==> src/core/ils_pkg.sv <==
// ils_pkg: constants, register map and types of the interrupt log/replay block
// assumes one system clock and a plain strobe-based register port
package ils_pkg;
  localparam int ILS_AW = 8;
  localparam int ILS_DW = 32;
  localparam int ILS_LINES = 3;
  // register byte offsets
  localparam logic [ILS_AW-1:0] ILS_CTRL_OFS = 8'h00;
  localparam logic [ILS_AW-1:0] ILS_STAT_OFS = 8'h04;
  localparam logic [ILS_AW-1:0] ILS_MASK_OFS = 8'h08;
  localparam logic [ILS_AW-1:0] ILS_FLAG_OFS = 8'h0c;
  localparam logic [ILS_AW-1:0] ILS_PEND_OFS = 8'h10;
  // control field positions
  localparam int ILS_CTRL_LOG_BIT = 0;
  localparam int ILS_CTRL_T1EN_BIT = 1;
  localparam int ILS_CTRL_T2EN_BIT = 2;
  // status field positions: three overflow flags, then replay done
  localparam int ILS_STAT_OVF_LSB = 0;
  localparam int ILS_STAT_DONE_BIT = 3;
  localparam int ILS_STAT_W = 4;
  // cpu line numbers
  localparam int ILS_LINE_EXP = 0;
  localparam int ILS_LINE_T1 = 1;
  localparam int ILS_LINE_T2 = 2;
  // reset values
  localparam logic [2:0] ILS_CTRL_RST = 3'h6;
  localparam logic [ILS_STAT_W-1:0] ILS_STAT_RST = 4'h0;
  localparam logic [ILS_STAT_W-1:0] ILS_MASK_RST = 4'h0;
  // pulse widths in system clock cycles
  localparam logic [1:0] ILS_T12_PULSE_CYC = 2'h2;
  localparam logic [1:0] ILS_T0_PULSE_CYC = 2'h1;

  typedef struct packed {
    logic t2IrqEn;
    logic t1IrqEn;
    logic logEn;
  } ils_ctrl_t;

  typedef struct packed {
    logic [ILS_AW-1:0] addr;
    logic [ILS_DW-1:0] wdata;
    logic wr;
    logic rd;
  } ils_req_t;

  typedef enum logic [1:0] {
    ILS_IDLE = 2'b00,
    ILS_LOG = 2'b01,
    ILS_REPLAY = 2'b11
  } ils_state_t;
endpackage

==> src/core/ils_irq_log_replay.sv <==
// ils_irq_log_replay: captures interrupts while the core self-test runs
// and reissues them once logging ends; also shapes the timer pulses.
// assumes timer ticks and peripheral requests come from mclk logic.
//
// The plain strobed port and the address map are this design's own decisions.
`timescale 1ns/10ps
// Contract
// during self-test every incoming interrupt is logged, then reissued afterwards
// interrupt one cycle before logging starts goes straight to the cpu
// from the enabling cycle on, interrupts are recorded and replayed at completion
// second and third timer interrupts stay high two consecutive cycles
// first timer goes through the expander as a one cycle pulse
// straddling two-cycle pulse is serviced and also replayed, giving a spurious one
// software clears timer 1/2 irq enables before logging, restores after test
// software order: save, enable logging, test, restore, end logging
// software checks overflow flags after test and sets cpu flag bits
// one pending bit per line, all pending pulsed one cycle at replay
module ils_irq_log_replay #(
  parameter int PERIPH_W = 4
) (
  input wire logic mclk,
  input wire logic sys_rst,
  input wire ils_pkg::ils_req_t busReq,
  output logic [ils_pkg::ILS_DW-1:0] rdata,
  input wire logic timer0Tick,
  input wire logic timer1Tick,
  input wire logic timer2Tick,
  input wire logic [PERIPH_W-1:0] periphIrq,
  output logic [ils_pkg::ILS_LINES-1:0] cpuIrq,
  output logic selfTestLogging,
  output logic irqOut
);
  import ils_pkg::*;

  ils_ctrl_t ctrl_ff, nxt_ctrl;
  ils_state_t state_ff, nxt_state;
  logic [ILS_STAT_W-1:0] stat_ff, nxt_stat;
  logic [ILS_STAT_W-1:0] mask_ff, nxt_mask;
  logic [ILS_LINES-1:0] pend_ff, nxt_pend;
  logic [ILS_LINES-1:0] force_ff, nxt_force;
  logic [ILS_LINES-1:0] cpuIrq_ff, nxt_cpuIrq;
  logic [1:0] t1Cnt_ff, nxt_t1Cnt;
  logic [1:0] t2Cnt_ff, nxt_t2Cnt;
  logic [ILS_DW-1:0] rdata_ff, nxt_rdata;
  logic [ILS_LINES-1:0] rawIrq;
  logic [ILS_LINES-1:0] replayIrq;
  logic wrHit, rdHit;
  logic irqOut_ff, nxt_irqOut;

  function automatic logic hit(input ils_req_t r, input logic [ILS_AW-1:0] ofs);
    hit = (r.addr == ofs);
  endfunction

  // narrow registers read back zero-extended to the bus width
  function automatic logic [ILS_DW-1:0] widen(input logic [ILS_STAT_W-1:0] v);
    widen = '0;
    widen[ILS_STAT_W-1:0] = v;
  endfunction

  function automatic logic [1:0] pulseStep(input logic tick, input logic en,
                                           input logic [1:0] cnt);
    // a fresh tick restarts the full width
    if (tick && en) begin
      pulseStep = ILS_T12_PULSE_CYC;
    end else if (cnt != 2'h0) begin
      pulseStep = cnt - 2'h1;
    end else begin
      pulseStep = 2'h0;
    end
  endfunction

  // timer pulse shaping
  // a disabled timer never reaches its line, its overflow flag still sets
  always_comb begin
    nxt_t1Cnt = pulseStep(timer1Tick, ctrl_ff.t1IrqEn, t1Cnt_ff);
    nxt_t2Cnt = pulseStep(timer2Tick, ctrl_ff.t2IrqEn, t2Cnt_ff);
  end

  always_ff @(posedge mclk) begin
    if (sys_rst) begin
      t1Cnt_ff <= 2'h0;
      t2Cnt_ff <= 2'h0;
    end else begin
      t1Cnt_ff <= nxt_t1Cnt;
      t2Cnt_ff <= nxt_t2Cnt;
    end
  end

  // timer 0 is a single tick, width ILS_T0_PULSE_CYC, merged in the expander
  always_comb begin
    rawIrq = '0;
    rawIrq[ILS_LINE_EXP] = timer0Tick | (|periphIrq);
    rawIrq[ILS_LINE_T1] = (t1Cnt_ff != 2'h0);
    rawIrq[ILS_LINE_T2] = (t2Cnt_ff != 2'h0);
  end

  // logging state: idle, logging, one replay cycle
  // re-enable during replay goes straight back to logging
  always_comb begin
    nxt_state = state_ff;
    unique case (state_ff)
      ILS_IDLE: begin
        if (ctrl_ff.logEn) begin
          nxt_state = ILS_LOG;
        end
      end
      ILS_LOG: begin
        if (!ctrl_ff.logEn) begin
          nxt_state = ILS_REPLAY;
        end
      end
      ILS_REPLAY: begin
        nxt_state = ctrl_ff.logEn ? ILS_LOG : ILS_IDLE;
      end
      default: begin
        nxt_state = ILS_IDLE;
      end
    endcase
  end

  assign replayIrq = (state_ff == ILS_REPLAY) ? pend_ff : '0;

  // capture starts with the very cycle logEn reads high; the cycle
  // before still reaches the cpu, so a straddling timer pulse is both
  // serviced and logged -- software masks timers 1/2 to avoid it
  always_comb begin
    nxt_pend = pend_ff;
    // a re-enable in the replay cycle silences the cpu lines, so the
    // pending bits are kept for the next replay instead of being lost
    if (state_ff == ILS_REPLAY && !ctrl_ff.logEn) begin
      nxt_pend = '0;
    end
    if (ctrl_ff.logEn) begin
      nxt_pend = nxt_pend | rawIrq;
    end
  end

  // cpu lines are silenced while logging, replay and forced flags join in
  // a flag forced while logging is dropped; raise it after the test
  always_comb begin
    if (ctrl_ff.logEn) begin
      nxt_cpuIrq = '0;
    end else begin
      nxt_cpuIrq = rawIrq | replayIrq | force_ff;
    end
  end

  always_ff @(posedge mclk) begin
    if (sys_rst) begin
      state_ff <= ILS_IDLE;
      pend_ff <= '0;
      cpuIrq_ff <= '0;
    end else begin
      state_ff <= nxt_state;
      pend_ff <= nxt_pend;
      cpuIrq_ff <= nxt_cpuIrq;
    end
  end

  // register port
  // unmapped reads and the write-only flag word return zero
  assign wrHit = busReq.wr;
  assign rdHit = busReq.rd;

  always_comb begin
    nxt_ctrl = ctrl_ff;
    nxt_mask = mask_ff;
    nxt_force = '0;
    nxt_stat = stat_ff;
    nxt_rdata = '0;
    if (wrHit && hit(busReq, ILS_CTRL_OFS)) begin
      nxt_ctrl = busReq.wdata[2:0];
    end
    if (wrHit && hit(busReq, ILS_MASK_OFS)) begin
      nxt_mask = busReq.wdata[ILS_STAT_W-1:0];
    end
    if (wrHit && hit(busReq, ILS_FLAG_OFS)) begin
      nxt_force = busReq.wdata[ILS_LINES-1:0];
    end
    if (rdHit) begin
      if (hit(busReq, ILS_CTRL_OFS)) begin
        nxt_rdata = widen({1'h0, ctrl_ff});
      end else if (hit(busReq, ILS_STAT_OFS)) begin
        nxt_rdata = widen(stat_ff);
        nxt_stat = '0;
      end else if (hit(busReq, ILS_MASK_OFS)) begin
        nxt_rdata = widen(mask_ff);
      end else if (hit(busReq, ILS_PEND_OFS)) begin
        nxt_rdata = widen({1'h0, pend_ff});
      end
    end
    // hardware set wins over a read clear in the same cycle
    nxt_stat[ILS_STAT_OVF_LSB] = nxt_stat[ILS_STAT_OVF_LSB] | timer0Tick;
    nxt_stat[ILS_STAT_OVF_LSB+1] = nxt_stat[ILS_STAT_OVF_LSB+1] | timer1Tick;
    nxt_stat[ILS_STAT_OVF_LSB+2] = nxt_stat[ILS_STAT_OVF_LSB+2] | timer2Tick;
    nxt_stat[ILS_STAT_DONE_BIT] = nxt_stat[ILS_STAT_DONE_BIT] |
                                  (state_ff == ILS_REPLAY && !ctrl_ff.logEn);
    // from next values, so the level moves together with the status bits
    nxt_irqOut = |(nxt_stat & nxt_mask);
  end

  always_ff @(posedge mclk) begin
    if (sys_rst) begin
      ctrl_ff <= ILS_CTRL_RST;
      mask_ff <= ILS_MASK_RST;
      stat_ff <= ILS_STAT_RST;
      force_ff <= '0;
      rdata_ff <= '0;
      irqOut_ff <= 1'h0;
    end else begin
      ctrl_ff <= nxt_ctrl;
      mask_ff <= nxt_mask;
      stat_ff <= nxt_stat;
      force_ff <= nxt_force;
      rdata_ff <= nxt_rdata;
      irqOut_ff <= nxt_irqOut;
    end
  end

  assign rdata = rdata_ff;
  assign cpuIrq = cpuIrq_ff;
  assign selfTestLogging = ctrl_ff.logEn;
  assign irqOut = irqOut_ff;
endmodule

==> config.mk <==
export PLATFORM = sky130hd
export DESIGN_NAME = ils_irq_log_replay
export DESIGN_NICKNAME = d
export VERILOG_FILES = /design/src/core/ils_pkg.sv /design/src/core/ils_irq_log_replay.sv
export SDC_FILE = /design/constraint.sdc
export NUM_CORES = 1
export LEC_CHECK = 0
export BUFFER_PORTS_ARGS = -buffer_cell sky130_fd_sc_hd__buf_2
export CORE_ASPECT_RATIO = 0.9
export CORE_MARGIN = 5
export CORE_UTILIZATION = 40
export CTS_BUF_LIST = sky130_fd_sc_hd__clkbuf_4
export DETAILED_ROUTE_END_ITERATION = 10
export HOLD_SLACK_MARGIN = 0.06
export PLACE_DENSITY = 0.71
export REMOVE_ABC_BUFFERS = 1
export SYNTH_ARGS = -nofsm -noshare
export SYNTH_HDL_FRONTEND = slang
export SYNTH_SLANG_ARGS = --single-unit
export TNS_END_PERCENT = 1
==> constraint.sdc <==
create_clock -name mclk -period 5.3 [get_ports mclk]
set_clock_uncertainty 0.1 [all_clocks]
set_input_delay 1.06 -clock mclk [delete_from_list [all_inputs] [get_ports mclk]]
set_output_delay 1.06 -clock mclk [all_outputs]
set_load 0.01 [all_outputs]
==> results.md <==
- Largest net degree at the start of global routing: 27
- Fin crit share: 50.9%
- WS Path Type: primary input to register
- ANT cells: 0
- Final core occ: 44.8%
- Post-CTS Setup Inserts: 0
- WL final: 3300 um
- Psw: 0.108 mW
- Initial antenna violation count: 0
- Residual DRC: 0
- Worst Max-Slew Pin Slew: 1090 ps
- Core Rows: 21
- Initial Util: 41.7%
- CP max-delay cell: nor4_1
- CTS tree: yes
- Multi-input combinational cell area: 758 sq um
- Area grow syn2layout: 7.40%
- Clock root buffer: clkbuf_4
- Sw frac: 26.5%
- Clk pwr share: 30.0%
- Max Cap Viol: 0
- Die height: 69.2 um
- Worst VDD drop: 0.0849 mV
- Die W: 75.8 um
- Setup TNS Final: 0 ps
- Fraction of registers with async set or reset after synthesis: 0%
- Tot GR Track Use: 13.0%
- Min Tclk post-route: 2700 ps
- CTS max path bufs: 2
- EDFF count, synth: 0
- YS warnings: 0
- Min-Delay Path Class: register to register
- Port buffer count: 31
- Setup-failing EPs final: 0
- Total power: 0.406 mW
- Final ANT Viol Nets: 0
- Avg Inst Size Synth: 8.70 sq um
- Remaining global-route overflow: 0
- Cells after Synth: 179
- Normalized max-slew margin: 26.9%
- Core footprint: 0.00373 sq mm
- Layout Nets: 259
- Gates resized, CTS repair: 0
- FF+latch count, synth: 31
- Final hold viol count: 0
- PwrDens: 243 mW/mm^2
- I/O pin cnt: 88
- Comb power frac: 11.1%
- Final worst slack: 2600 ps
- Status: finished clean
- Placement Setup Slack: 2320 ps
- Max Clock Freq: 0.371 GHz
- H-tree depth: 2
- Final Max Tran Viols: 0
- Vias per std cell: 5.19
- Sequential cell area: 621 sq um
- Worst Path Max Fanout: 7
- Clk sinks: 31
- RSZ-0062 raised after global routing: no
- Initial detailed-routing violation count: 117
- Fillcell total: 376
- Post-CTS Hold Buffers: 0
- Placed cell count: 247
- WP data arrival: 2780 ps
- Via count: 1317
- Worst path cell trace: buf_2, nor4_1, a31oi_1, a2bb2o_1, a41oi_1
- Worst-path clk slew: 90 ps
- Routed WL per cell: 13.0 um
- Die area: 0.00524 sq mm
- Layout cells sized above 1: 20.2%
- Crit. End Element: register
- Cts bufs inserted: 5
- WP data required: 5390 ps
- First-pass GRT wire length: 5260 um
- Routability congestion estimate: 0.822
- Prevailing post-synth register cell: dfxtp_1
- Sequential-to-total area share from yosys stat: 39.9%
- Final cell count without fillers: 254
- Sequential share of power: 58.9%
- Worst Setup Start Kind: primary input
- Synth unique cells: 34
- Dpl hpwl: 2550 um
- Most frequent cells in the layout: 31 x dfxtp_1, 31 x buf_2, 28 x conb_1
- Crit-path max cell delay: 920 ps
- First-pass DRT Iterations: 4
- Cell Int Power: 0.298 mW
- Number of global-route vias before repair: 1139
- Post-synth design cell area: 0.00156 sq mm
- Worst skew pair latency: 320 ps
- Leakage: 0.696 nW
[worst max-delay path: cells and delay by family]
family          cells  cell delay [ps]
compound gates      3              680
buf+inv             1              120
simple gates        1              920
[cell families after synthesis]
logic type / after synthesis / synth area share, %
muxes: 4 / 2.57
DFF: 31 / 39.9
other: 1 / 0.241
and+or+nand+nor: 57 / 21.2
AOI/OAI and AO/OA: 41 / 18.2
buffers and inverters: 45 / 17.9
[flip-flops by register name (all words and copies together), names as in the netlist]
name,flops
cpuIrq,3
ctrl_ff,2
force_ff,3
irqOut,1
mask_ff,4
pend_ff,3
rdata,4
selfTestLogging,1
stat_ff,4
state_ff,2
t1Cnt_ff,2
t2Cnt_ff,2
[power groups by stage]
stage,Sequential (mW),Clock (mW),Combinational (mW)
after global placement,0.245,0,0.0437
after CTS,0.240,0.127,0.0443
final,0.240,0.122,0.0450
after floorplan,0.245,0,0.0228
after global routing,0.240,0.140,0.0502
after detailed placement,0.245,0,0.0441
[final timing paths]
kind	from	end	slack (ps)	depth (start not counted)
setup / recovery	busReq[35]	irqOut	2600	5
hold / removal	stat_ff[0]	rdata[0]	380	2
setup reg to reg	state_ff[0]	irqOut	3910	4
hold reg to reg	stat_ff[0]	rdata[0]	380	2
[cell type report]
| cell class | instances | area share [%] |
|---|---|---|
| inverter | 9 | 2.02 |
| sequential | 31 | 37.1 |
| tap | 46 | 3.44 |
| clock buffer | 5 | 2.25 |
| timing repair buffer | 31 | 9.28 |
| multi-input combinational | 130 | 45.4 |
| clock inverter | 2 | 0.524 |
[routing by layer]
metal | track usage, % | vias to the layer above | routed length, um
met1 | 18.7 | 593 | 1480
met3 | 6.81 | 4 | 416
met4 | 3.69 | 0 | 23
met5 | 0 | - | 0
met2 | 16.7 | 63 | 1380
li1 | - | 657 | -
[Yosys cell counts (2+ instances only)]
cell type  count  area share, %
a211o_1        2            1.1
buf_2          4            1.3
buf_4         28             14
a2111oi_0      5            2.8
o31ai_1        7            3.4
inv_1          9            2.2
a22oi_1        2           0.96
nand2b_1       2           0.80
nand3b_1       2           0.96
or2_2          2           0.80
nand2_1        6            1.4
and2_1         4            1.6
nor4_1         5            2.0
mux2i_1        4            2.6
a2bb2o_1       4            2.6
a21oi_1       15            4.8
nand3_1        3           0.96
nor2_1        14            3.4
a31oi_1        4            1.6
nand4_1        4            1.6
nor3_1         5            1.6
clkbuf_1       4           0.96
nor4b_2        2            1.9
or4_1          2           0.96
dfxtp_1       31             40
[metrics by stage]
| step | area, sq um | hold WS [ps] |
|---|---|---|
| 3_3_place_gp | 1630 | 355 |
| 6_report | 1670 | 376 |
| 2_1_floorplan | 1410 | 338 |
| 3_5_place_dp | 1630 | 361 |
| 5_1_grt | 1670 | 409 |
| 4_1_cts | 1670 | 374 |
Note: power is estimated with default switching activity, not from simulation.
